**config.mk**
```make
export PLATFORM = sky130hd
export DESIGN_NAME = wii_wake_irq
export DESIGN_NICKNAME = d
export VERILOG_FILES = /design/src/design/wii_pkg.sv /design/src/design/wii_filter.sv /design/src/design/wii_irq_pulse.sv /design/src/design/wii_wake_irq.sv
export SDC_FILE = /design/constraint.sdc
export NUM_CORES = 1
export LEC_CHECK = 0
export ABC_AREA = 1
export BUFFER_PORTS_ARGS = -buffer_cell sky130_fd_sc_hd__buf_2
export CORE_MARGIN = 4
export CORE_UTILIZATION = 51
export DETAILED_ROUTE_END_ITERATION = 10
export HOLD_SLACK_MARGIN = 0.03
export PLACE_DENSITY = 0.87
export SLEW_MARGIN = 20
export SYNTH_ARGS = -nofsm -noshare
export SYNTH_HDL_FRONTEND = slang
export SYNTH_SLANG_ARGS = --single-unit
```
**constraint.sdc**
```tcl
create_clock -name clk_sys -period 4.1 [get_ports clk_sys]
set_clock_uncertainty 0.1 [all_clocks]
set_input_delay 0 -clock clk_sys [delete_from_list [all_inputs] [get_ports clk_sys]]
set_output_delay 0 -clock clk_sys [all_outputs]
set_load 0.01 [all_outputs]
```
**src/design/wii_pkg.sv**
```systemverilog
// Purpose: Shared constants and types for the wake input and interrupt block.
// Assumes: A 25 MHz system clock with a 40 ns period.
// Notes:   Times are held in ns and turned into cycle counts here.
package wii_pkg;

  localparam int unsigned CLK_PERIOD_NS       = 40;
  localparam int unsigned WAKE_FILTER_TIME_NS = 16000;
  localparam int unsigned IRQ_PULSE_TIME_NS   = 100000;
  localparam int unsigned IRQ_MIN_GAP_NS      = 100000;

  // Least times round up to whole cycles.
  localparam int unsigned WAKE_FILTER_CYC =
    (WAKE_FILTER_TIME_NS + CLK_PERIOD_NS - 1) / CLK_PERIOD_NS;
  localparam int unsigned IRQ_PULSE_CYC =
    (IRQ_PULSE_TIME_NS + CLK_PERIOD_NS - 1) / CLK_PERIOD_NS;
  localparam int unsigned IRQ_GAP_CYC =
    (IRQ_MIN_GAP_NS + CLK_PERIOD_NS - 1) / CLK_PERIOD_NS;

  localparam int unsigned STAT_W = 8;
  // Position of the wake pin source flag in the first status register.
  localparam int unsigned PIN_FLAG_BIT = 0;

  typedef enum logic [1:0] {
    WII_NORMAL   = 2'h0,
    WII_STOP     = 2'h1,
    WII_FAILSAFE = 2'h2,
    WII_SLEEP    = 2'h3
  } wii_mode_t;

  typedef enum logic [1:0] {
    WII_BIAS_NONE = 2'h0,
    WII_BIAS_DOWN = 2'h1,
    WII_BIAS_UP   = 2'h2,
    WII_BIAS_AUTO = 2'h3
  } wii_bias_t;

  typedef struct packed {
    logic [STAT_W-1:0] second;
    logic [STAT_W-1:0] first;
  } wii_stat_t;

  typedef struct packed {
    logic pull_up;
    logic pull_down;
  } wii_bias_out_t;

  localparam wii_stat_t     STAT_RESET = '0;
  localparam wii_bias_out_t BIAS_RESET = '0;

endpackage

```
**src/design/wii_filter.sv**
```systemverilog
// Purpose: Glitch filter and edge detector for the wake pin.
// Assumes: The pin input is already synchronous to clk_sys.
// Notes:   The first stable level after reset is taken without an edge.
`timescale 1ns/100ps
module wii_filter #(
  parameter int unsigned CYCLES = wii_pkg::WAKE_FILTER_CYC
) (
  // Clock and reset
  input  wire logic clk_sys,
  input  wire logic rstn,
  // Pin side
  input  wire logic raw,
  // Filtered side
  output logic      level,
  output logic      edge_p
);
  import wii_pkg::*;

  localparam int unsigned CW = $clog2(CYCLES + 1);
  localparam logic [CW-1:0] LAST = CW'(CYCLES - 1);

  logic [CW-1:0] cnt_q, cnt_d;
  logic          lvl_q, lvl_d;
  logic          primed_q, primed_d;
  logic          edge_q, edge_d;

  always_comb begin
    cnt_d    = cnt_q;
    lvl_d    = lvl_q;
    primed_d = primed_q;
    edge_d   = 1'b0;
    if (primed_q && raw == lvl_q) begin
      cnt_d = '0;
    end else if (cnt_q == LAST) begin
      // The new level held for the whole interval.
      cnt_d    = '0;
      lvl_d    = raw;
      primed_d = 1'b1;
      edge_d   = primed_q;
    end else begin
      cnt_d = cnt_q + 1'b1;
    end
  end

  always_ff @(posedge clk_sys or negedge rstn) begin
    if (!rstn) begin
      cnt_q    <= '0;
      lvl_q    <= 1'b0;
      primed_q <= 1'b0;
      edge_q   <= 1'b0;
    end else begin
      cnt_q    <= cnt_d;
      lvl_q    <= lvl_d;
      primed_q <= primed_d;
      edge_q   <= edge_d;
    end
  end

  assign level  = lvl_q;
  assign edge_p = edge_q;

endmodule

```
**src/design/wii_irq_pulse.sv**
```systemverilog
// Purpose: Shapes the active-low interrupt pulse and the high gap after it.
// Assumes: start is only raised while ready is high.
// Notes:   int_n falls on the edge that takes start.
`timescale 1ns/100ps
module wii_irq_pulse #(
  parameter int unsigned PULSE_CYC = wii_pkg::IRQ_PULSE_CYC,
  parameter int unsigned GAP_CYC   = wii_pkg::IRQ_GAP_CYC
) (
  // Clock and reset
  input  wire logic clk_sys,
  input  wire logic rstn,
  // Request
  input  wire logic start,
  output logic      ready,
  // Pin
  output logic      int_n
);
  import wii_pkg::*;

  localparam int unsigned MAXC = (PULSE_CYC > GAP_CYC) ? PULSE_CYC : GAP_CYC;
  localparam int unsigned CW   = $clog2(MAXC + 1);
  localparam logic [CW-1:0] P_LAST = CW'(PULSE_CYC - 1);
  localparam logic [CW-1:0] G_LAST = CW'(GAP_CYC - 1);

  typedef enum logic [1:0] {
    WII_P_IDLE = 2'b00,
    WII_P_LOW  = 2'b01,
    WII_P_GAP  = 2'b11
  } wii_pst_t;

  wii_pst_t      st_q, st_d;
  logic [CW-1:0] cnt_q, cnt_d;
  logic          int_n_q, int_n_d;

  always_comb begin
    st_d    = st_q;
    cnt_d   = cnt_q + 1'b1;
    int_n_d = int_n_q;
    unique case (st_q)
      WII_P_IDLE: begin
        cnt_d = '0;
        if (start) begin
          st_d    = WII_P_LOW;
          int_n_d = 1'b0;
        end
      end
      WII_P_LOW: begin
        if (cnt_q == P_LAST) begin
          st_d    = WII_P_GAP;
          cnt_d   = '0;
          int_n_d = 1'b1;
        end
      end
      WII_P_GAP: begin
        if (cnt_q == G_LAST) begin
          st_d  = WII_P_IDLE;
          cnt_d = '0;
        end
      end
      default: begin
        st_d    = WII_P_IDLE;
        cnt_d   = '0;
        int_n_d = 1'b1;
      end
    endcase
  end

  always_ff @(posedge clk_sys or negedge rstn) begin
    if (!rstn) begin
      st_q    <= WII_P_IDLE;
      cnt_q   <= '0;
      int_n_q <= 1'b1;
    end else begin
      st_q    <= st_d;
      cnt_q   <= cnt_d;
      int_n_q <= int_n_d;
    end
  end

  assign ready = (st_q == WII_P_IDLE);
  assign int_n = int_n_q;

endmodule

```
**src/design/wii_wake_irq.sv**
```systemverilog
// Purpose: Wake pin detection, wake status flags and interrupt output.
// Assumes: All inputs are synchronous to clk_sys; mode comes from the
//          mode sequencer outside this block.
// Notes:   In normal and stop, flags are held pending and copied into the visible status at
//          each falling edge of the interrupt pulse.
//
// What this block does
// - Both filtered pin edges are wake events.
// - Interrupt in normal/stop, wake in sleep, restart in fail-safe.
// - In stop, pin low picks PFM, high PWM.
// - Modulation select uses the unfiltered pin level.
// - Static or cyclic sensing, selected by software.
// - Pin edges filtered for 16 us.
// - Wake enable bit gates pin edges.
// - Pin level readable in normal and stop.
// - Fail-safe pin edge requests restart.
// - Pin wake sets the pin source flag.
// - Bias select: none, down, up, automatic.
// - Interrupt pulse low for 100 us.
// - At least 100 us high between pulses.
// - Interrupt pulse never changes power mode.
// - Only enabled sources raise interrupts.
// - Pin level status never interrupts nor latches.
// - Stop entry with flags set interrupts.
// - Automatic PFM to PWM in stop interrupts.
// - Status updated at interrupt falling edge in normal/stop.
// - Flags stay until host clears them.
`timescale 1ns/100ps
module wii_wake_irq #(
  parameter int unsigned FILTER_CYC = wii_pkg::WAKE_FILTER_CYC,
  parameter int unsigned PULSE_CYC  = wii_pkg::IRQ_PULSE_CYC,
  parameter int unsigned GAP_CYC    = wii_pkg::IRQ_GAP_CYC
) (
  // Clock and reset
  input  wire logic                   clk_sys,
  input  wire logic                   rstn,
  // Wake pin
  input  wire logic                   wake_pin,
  // Chip state
  input  wire wii_pkg::wii_mode_t     mode,
  // Configuration
  input  wire logic                   wake_enable_bit,
  input  wire logic                   cyclic_sense,
  input  wire logic                   cyclic_window,
  input  wire logic                   pin_selects_modulation,
  input  wire wii_pkg::wii_bias_t     pin_bias_control,
  input  wire wii_pkg::wii_stat_t     src_enable,
  // Events from other wake sources and the buck converter
  input  wire wii_pkg::wii_stat_t     src_event,
  input  wire logic                   buck_pfm_to_pwm,
  // Host clear strobe, one bit per flag
  input  wire wii_pkg::wii_stat_t     stat_clear,
  // Interrupt pin
  output logic                        int_n,
  // Status
  output wii_pkg::wii_stat_t          wake_status,
  output logic                        pin_level_status,
  // Pin bias and buck modulation
  output wii_pkg::wii_bias_out_t      pin_bias,
  output logic                        buck_pin_ctrl,
  output logic                        buck_pwm_sel,
  // Mode requests to the sequencer
  output logic                        wake_req,
  output logic                        restart_req
);
  import wii_pkg::*;

  // Filter outputs.
  logic          filt_level;
  logic          filt_edge;

  // Pulse shaper handshake.
  logic          irq_ready;
  logic          irq_start;

  // Combinational event terms.
  logic          sense_open;
  logic          pin_evt;
  wii_stat_t     evt;
  logic          irq_mode;
  logic          stop_entry;
  logic          buck_evt;
  logic          any_flag;

  // State.
  wii_stat_t     pend_q, pend_d;
  wii_stat_t     stat_q, stat_d;
  logic          irq_req_q, irq_req_d;
  wii_mode_t     mode_prev_q, mode_prev_d;
  logic          level_q, level_d;
  wii_bias_out_t bias_q, bias_d;
  logic          bctl_q, bctl_d;
  logic          bpwm_q, bpwm_d;
  logic          wake_q, wake_d;
  logic          rst_q, rst_d;

  wii_filter #(
    .CYCLES (FILTER_CYC)
  ) u_filter (
    .clk_sys (clk_sys),
    .rstn    (rstn),
    .raw     (wake_pin),
    .level   (filt_level),
    .edge_p  (filt_edge)
  );

  wii_irq_pulse #(
    .PULSE_CYC (PULSE_CYC),
    .GAP_CYC   (GAP_CYC)
  ) u_pulse (
    .clk_sys (clk_sys),
    .rstn    (rstn),
    .start   (irq_start),
    .ready   (irq_ready),
    .int_n   (int_n)
  );

  // Event qualification.
  always_comb begin
    // In cyclic sensing the pin only counts inside the active window.
    sense_open = !cyclic_sense || cyclic_window;
    pin_evt    = filt_edge && wake_enable_bit && sense_open;
    // Sources that are not enabled never reach the flags.
    evt = wii_stat_t'(src_event & src_enable);
    evt.first[PIN_FLAG_BIT] = pin_evt;
    irq_mode = (mode == WII_NORMAL) || (mode == WII_STOP);
    any_flag = |(stat_q | pend_q);
    stop_entry = (mode == WII_STOP) && (mode_prev_q != WII_STOP)
                 && any_flag;
    buck_evt = (mode == WII_STOP) && buck_pfm_to_pwm;
    // A pulse starts only when the gap after the last one is over.
    irq_start = irq_req_q && irq_ready && irq_mode;
  end

  // Status flags and the queued interrupt request.
  always_comb begin
    pend_d      = pend_q;
    stat_d      = wii_stat_t'(stat_q & ~stat_clear);
    irq_req_d   = irq_req_q;
    mode_prev_d = mode;
    if (irq_mode) begin
      if (irq_start) begin
        // Visible flags change with the falling pulse edge.
        stat_d = wii_stat_t'(stat_d | pend_q);
        pend_d = evt;
      end else begin
        pend_d = wii_stat_t'(pend_q | evt);
      end
      if (irq_start) begin
        irq_req_d = 1'b0;
      end
      // A request arriving now is kept for a later pulse.
      if ((|evt) || stop_entry || buck_evt) begin
        irq_req_d = 1'b1;
      end
    end else begin
      // No pulse in sleep or fail-safe: flags latch at once.
      stat_d    = wii_stat_t'(stat_d | pend_q | evt);
      pend_d    = STAT_RESET;
      irq_req_d = 1'b0;
    end
  end

  // Pin level, bias, modulation select and mode requests.
  always_comb begin
    // Plain level copy with no latching and no interrupt path.
    level_d = irq_mode ? filt_level : level_q;
    unique case (pin_bias_control)
      WII_BIAS_NONE: bias_d = BIAS_RESET;
      WII_BIAS_DOWN: bias_d = '{pull_up: 1'b0, pull_down: 1'b1};
      WII_BIAS_UP:   bias_d = '{pull_up: 1'b1, pull_down: 1'b0};
      WII_BIAS_AUTO: bias_d = '{pull_up: filt_level,
                                pull_down: !filt_level};
    endcase
    bctl_d = pin_selects_modulation && (mode == WII_STOP);
    // The raw pin drives the choice; the host gives a clean level.
    bpwm_d = bctl_d ? wake_pin : bpwm_q;
    // Interrupts never feed these requests.
    wake_d = (mode == WII_SLEEP) && (|evt);
    rst_d  = (mode == WII_FAILSAFE) && pin_evt;
  end

  always_ff @(posedge clk_sys or negedge rstn) begin
    if (!rstn) begin
      pend_q      <= STAT_RESET;
      stat_q      <= STAT_RESET;
      irq_req_q   <= 1'b0;
      mode_prev_q <= WII_NORMAL;
    end else begin
      pend_q      <= pend_d;
      stat_q      <= stat_d;
      irq_req_q   <= irq_req_d;
      mode_prev_q <= mode_prev_d;
    end
  end

  always_ff @(posedge clk_sys or negedge rstn) begin
    if (!rstn) begin
      level_q <= 1'b0;
      bias_q  <= BIAS_RESET;
      bctl_q  <= 1'b0;
      bpwm_q  <= 1'b0;
      wake_q  <= 1'b0;
      rst_q   <= 1'b0;
    end else begin
      level_q <= level_d;
      bias_q  <= bias_d;
      bctl_q  <= bctl_d;
      bpwm_q  <= bpwm_d;
      wake_q  <= wake_d;
      rst_q   <= rst_d;
    end
  end

  assign wake_status      = stat_q;
  assign pin_level_status = level_q;
  assign pin_bias         = bias_q;
  assign buck_pin_ctrl    = bctl_q;
  assign buck_pwm_sel     = bpwm_q;
  assign wake_req         = wake_q;
  assign restart_req      = rst_q;

endmodule

```
==> impl_metrics.yaml, run 1 <==
yosys:
  ys_seq_area_share_pct: 51.5
  synth.distinct_cells: 35
  synthCells: 383
  synth_edf_count: 0
  synth_top_family_by_area: "simple AND/OR/NAND/NOR gates"
  synth-adder-area-share_pct: 0.746
  async_reset_ff_share_pct: 100
  yosys_register_bits: 69
  synth-compound-area-share_pct: 13.4
  synth_xor_area_share_pct: 1.57
  syn_nets: 445
  yosysWarnings: 0
  synthFlopType: "dfrtp_1"
  synth_simple_gate_area_share_pct: 24.7
  yosys-mux-area-fraction_pct: 0
  avgSynthCellArea_um2: 8.76
  syn_area_mm2: 0.00335
drt:
  drt_drc_violations_left: 0
  finalWirelength_um: 11200
  first_pass_iters: 5
  antenna_left: 0
  vias: 3557
  wl_per_cell_um: 17.7
  vias_per_cell: 5.60
  drtIter0Drc: 345
setup_path:
  reg2reg_depth: 8
  cp_max_fo: 27
  critPathLaunchType: "input pin"
  arrival_ns: 2.62
  endpoint_kind: "register"
  crit_type: "input pin to register"
  crit_required_ns: 4.25
sta:
  fin_setup_tns_ns: 0
  post-route-period-util_pct: 60.4
  drv_slew: 0
  maxSlewHeadroom_pct: 49.3
  rsz0062_at_grt: "false"
  hold_viol: 0
  fin_ws_ns: 1.62
  worst_pin_slew_ns: 0.761
  post-route-min-period_ns: 2.48
  setup_viol: 0
  whs_ns: 0.0977
  fmax_mhz: 404
placement:
  place_ws_ns: 2.42
  portBuffers: 81
  dpl.hpwl_um: 5670
  finalWeightedCongestion: 0.841
  place_area_mm2: 0.00382
floorplanning:
  num_rows: 29
  fp.coreArea_mm2: 0.00639
  ios: 84
  die_h_um: 89.1
  start_util_pct: 52.5
  die-area_mm2: 0.00794
  fp.dieW_um: 89.1
clock_network:
  cts-root-buf: "clkbuf_8"
  clock_sinks: 69
  postCtsSetupBuffers: 0
  h-tree-depth: 3
  clockBufferDepth: 2
  clk_latency_ns: 0.37
  clk_pin_slew_ns: 0.08
  cts_resized: 0
  cts_tree: "done"
  holdBufCountCts: 80
  numCtsBuffers: 9
run_status:
  status: "completed"
finish:
  final_cell_mix: "buf_2 (81), dlygate4sd3_1 (80), nand2_1 (79)"
  nets: 613
  fill_cells: 384
  area_growth_pct: 42.9
  layout-drive-gt1-share_pct: 23.2
  design_area_mm2: 0.00479
  final_common_cell: "buf_2"
global_route:
  grt_first_pass_wirelength_um: 17400
  grt_pass1_vias: 3638
  grt_usage_pct: 29.6
  grt.overflow.total: 0
  grt_max_degree: 38
  antenna_found_initial: 2
power_and_ir_drop:
  powerDensity_mw_per_mm2: 316
  leakage_nw: 2.40
  ir_drop_uv: 344
  power.total_mw: 1.51
job:
  maxCapViolCount: 0
worst_hold_path:
  hold_class: "input pin to register"
  min_path_cells: 5
synthesized netlist by cell type (3+ instances only):
master | number | share of area, %
a211oi_1 | 7 | 1.6
a21oi_1 | 12 | 1.8
dfrtp_1 | 68 | 51
inv_1 | 55 | 6.2
inv_2 | 3 | 0.34
nand2_1 | 79 | 8.8
nand2_2 | 4 | 0.75
nand3_1 | 15 | 2.2
nand4_1 | 4 | 0.75
nor2_1 | 54 | 6.0
nor3_1 | 9 | 1.3
nor3b_1 | 3 | 0.67
o21ai_0 | 16 | 2.4
o221ai_1 | 12 | 3.1
o22ai_2 | 8 | 3.0
xor2_1 | 4 | 1.0
cell type report:
type                       instances  area, um2  share of cell area [%]
antenna                            2       5.00                   0.104
clock buffer                       9        124                    2.58
clock inverter                     7       41.3                   0.861
inverter                          60        230                    4.80
multi-input combinational        249       1360                    28.3
sequential                        69       1730                    36.0
tap                               77       96.3                    2.01
timing repair buffer             162       1210                    25.3
power by group:
| part | leakage, nW | internal (mW) | total (mW) | switching (mW) |
|---|---|---|---|---|
| clock | 0.0890 | 0.216 | 0.508 | 0.292 |
| sequential | 0.869 | 0.714 | 0.742 | 0.0285 |
| combinational | 1.44 | 0.133 | 0.265 | 0.131 |
| total | 2.40 | 1.06 | 1.51 | 0.452 |
path summary, 6_finish.rpt:
kind	to	slack (ns)	startpoint
setup / recovery	wake_status[5]$_DFF_PN0_	1.62	mode[1]
hold / removal	wake_req$_DFF_PN0_	0.1	src_event[14]
setup reg to reg	wake_status[5]$_DFF_PN0_	1.90	u_pulse.st_q[0]$_DFFE_PN0P_
hold reg to reg	u_pulse.int_n$_DFFE_PN1P_	0.37	u_pulse.int_n$_DFFE_PN1P_
max in group asynchronous	u_filter.level$_DFFE_PN0P_	2.80	rstn
min in group asynchronous	pend_q[4]$_DFF_PN0_	0.12	rstn
per-layer routing:
layer	wire length, um	up-vias	part of all wire (%)	track usage [%]
li1	-	1589	-	-
met5	0	-	0	0
met2	5540	214	49	49.0
met3	903	66	8.0	8.11
met4	657	0	5.8	18.4
met1	4140	1688	37	34.0
cell families (layout without fill, tap and decap cells):
logic type      count (synthesis)  after routing
simple gates                  179            179
flops                          69             69
buf+inv                        65            238
compound gates                 62             62
xor+xnor                        6              6
fa+ha+maj                       2              2
other cells                     0              2
flip-flops by register name (all words and copies together), names as in the netlist:
signal / cells
pend_q: 16
u_filter.level: 1
pin_bias: 2
mode_prev_q: 2
irq_req_q: 1
wake_status: 16
u_pulse.cnt_q: 12
u_filter.primed_q: 1
u_pulse.int_n: 1
pin_level_status: 1
restart_req: 1
u_filter.cnt_q: 9
u_pulse.st_q: 2
buck_pwm_sel: 1
buck_pin_ctrl: 1
u_filter.edge_p: 1
wake_req: 1
critical path: stages:
cell and delay, ns:
dlygate4sd3_1 0.53, buf_2 0.56, inv_2 0.34, nand2_4 0.23
inv_2 0.11, nand2_1 0.09, o221ai_1 0.13, dlygate4sd3_1 0.62
through the flow:
stage	util (%)	instances
finish	75.1	635
global route	75.1	635
CTS	75.0	633
detailed placement	59.9	537
global placement	59.9	537
floorplan	-	383
Note: power is estimated with default switching activity, not from simulation.
==> inputs of run 2 (changes only) <==
--- a/config.mk
+++ b/config.mk
@@ -8,10 +8,10 @@
 export ABC_AREA = 1
 export BUFFER_PORTS_ARGS = -buffer_cell sky130_fd_sc_hd__buf_2
 export CORE_MARGIN = 4
-export CORE_UTILIZATION = 51
+export CORE_UTILIZATION = 48
 export DETAILED_ROUTE_END_ITERATION = 10
 export HOLD_SLACK_MARGIN = 0.03
-export PLACE_DENSITY = 0.87
+export PLACE_DENSITY = 0.86
 export SLEW_MARGIN = 20
 export SYNTH_ARGS = -nofsm -noshare
 export SYNTH_HDL_FRONTEND = slang
==> constraint.sdc (replaced) <==
create_clock -name clk_sys -period 2 [get_ports clk_sys]
set_clock_uncertainty 0.1 [all_clocks]
set_input_delay 0 -clock clk_sys [delete_from_list [all_inputs] [get_ports clk_sys]]
set_output_delay 0 -clock clk_sys [all_outputs]
set_load 0.01 [all_outputs]
==> impl_metrics.yaml, run 2 (synthesis gave the netlist of run 1 again) <==
floorplanning:
  die_h_um: 91.6
  die-area_mm2: 0.00839
  num_rows: 30
  start_util_pct: 49.4
  fp.coreArea_mm2: 0.00679
  fp.dieW_um: 91.6
  ios: 84
setup_path:
  endpoint_kind: "register"
  crit_required_ns: 2.18
  crit_type: "input pin to register"
  critPathLaunchType: "input pin"
  arrival_ns: 2.16
  cp_max_fo: 2
drt:
  antenna_left: 0
  vias_per_cell: 5.62
  first_pass_iters: 4
  drtIter0Drc: 363
  finalWirelength_um: 11500
  vias: 3671
  drt_drc_violations_left: 0
  wl_per_cell_um: 17.6
sta:
  post-route-min-period_ns: 1.97
  hold_viol: 0
  post-route-period-util_pct: 98.7
  whs_ns: 0.0430
  setup_viol: 0
  fin_setup_tns_ns: 0
  rsz0062_at_grt: "false"
  maxSlewHeadroom_pct: 67.0
  fmax_mhz: 507
  worst_pin_slew_ns: 0.495
  drv_slew: 0
power_and_ir_drop:
  pwr-share-comb_pct: 16.5
  switching_power_mw: 0.867
  leakage_nw: 2.42
  powerDensity_mw_per_mm2: 670
  p_int_mw: 2.40
  ir_drop_uv: 529
  p_clk_share_pct: 36.9
  power.total_mw: 3.27
  switching_share_pct: 26.5
  seq_power_share_pct: 46.6
global_route:
  antenna_found_initial: 0
  grt_pass1_vias: 3788
  grt_first_pass_wirelength_um: 18600
  grt_max_degree: 27
  grt_usage_pct: 28.8
  grt.overflow.total: 0
finish:
  nets: 614
  final_cell_mix: "buf_2 (81), nand2_1 (79), dlygate4sd3_1 (77)"
  n_antenna_cell: 0
  final_common_cell: "buf_2"
  area_growth_pct: 45.4
  layout-drive-gt1-share_pct: 24.1
run_status:
  status: "completed"
placement:
  dpl.hpwl_um: 6060
  portBuffers: 81
  finalWeightedCongestion: 0.868
worst_hold_path:
  hold_class: "input pin to asynchronous set/reset pin"
clock_network:
  cts-root-buf: "clkbuf_8"
  clk_pin_slew_ns: 0.07
  cts_tree: "done"
  clk_latency_ns: 0.36
  clockBufferDepth: 2
  h-tree-depth: 3
  numCtsBuffers: 9
  clock_sinks: 69
job:
  maxCapViolCount: 0
-- run 2: cell types whose count changed in the layout (fill, tap and decap cells not counted), sizes merged --
cell,delta
inv,-1
clkbuf,+4
diode,-2
buf,+4
bufinv,+1
clkinv,-4
dlygate4sd3,-3
-- run 2: metrics by stage --
stage,std cells,setup slack (ns),cell area (um2),util (%)
after floorplan,383,0.624,3350,-
after global placement,559,0.504,3880,57.1
after detailed placement,559,0.475,3880,57.1
after CTS,653,0.0361,4870,71.7
after global routing,653,0.00111,4880,71.8
final,653,0.0259,4880,71.8
-- run 2: final timing paths --
check                                             from                        end  slack [ns]  cells past startpoint
max reg2reg                u_pulse.st_q[0]$_DFFE_PN0P_       pend_q[13]$_DFF_PN0_        0.06                      6
min in group clk_sys                      src_event[7]      irq_req_q$_DFFE_PN0P_        0.12                      7
max in group asynchronous                         rstn   wake_status[2]$_DFF_PN0_        1.16                      3
min                                               rstn       pend_q[11]$_DFF_PN0_        0.04                      2
max                                      src_event[15]       pend_q[15]$_DFF_PN0_        0.03                      6
min reg2reg                  u_pulse.int_n$_DFFE_PN1P_  u_pulse.int_n$_DFFE_PN1P_        0.36                      2
-- run 2: metal layers --
layer	vias up	GRT usage, %	routed length, um
li1	1590	-	-
met1	1723	31.9	3950
met2	279	48.9	5750
met3	79	5.80	927
met4	0	20.5	833
met5	-	0	0
-- run 2: power by group through the flow --
stage,logic (mW),registers (mW),clock network (mW)
floorplan,0.170,1.55,0
global placement,0.357,1.54,0
detailed placement,0.368,1.54,0
global route,0.578,1.53,1.28
finish,0.539,1.52,1.21
CTS,0.498,1.51,1.20
-- run 2: what timing repair did --
| item | 4_1_cts | 5_1_grt |
|---|---|---|
| hold endpoints to repair | 112 | 0 |
| hold buffers | 78 | 0 |
| buffers inserted | 0 | 1 |
| setup endpoints to repair | 0 | 6 |
| gates resized for setup | 0 | 3 |
-- run 2: layout make-up --
cell class | instances | area (um2)
well taps | 96 | 120
fillers | 405 | 1920
clock inverters | 3 | 42.5
clock buffers | 13 | 169
inverters | 60 | 230
repair buffers | 163 | 1230
multi-input cells | 249 | 1360
flip-flops and latches | 69 | 1730
-- run 2: worst max-delay path: stages --
cell and delay [ns]:
dlygate4sd3_1 0.52, buf_2 0.12, nand2_1 0.09, dlygate4sd3_1 0.58, a211oi_1 0.27, dlygate4sd3_1 0.58
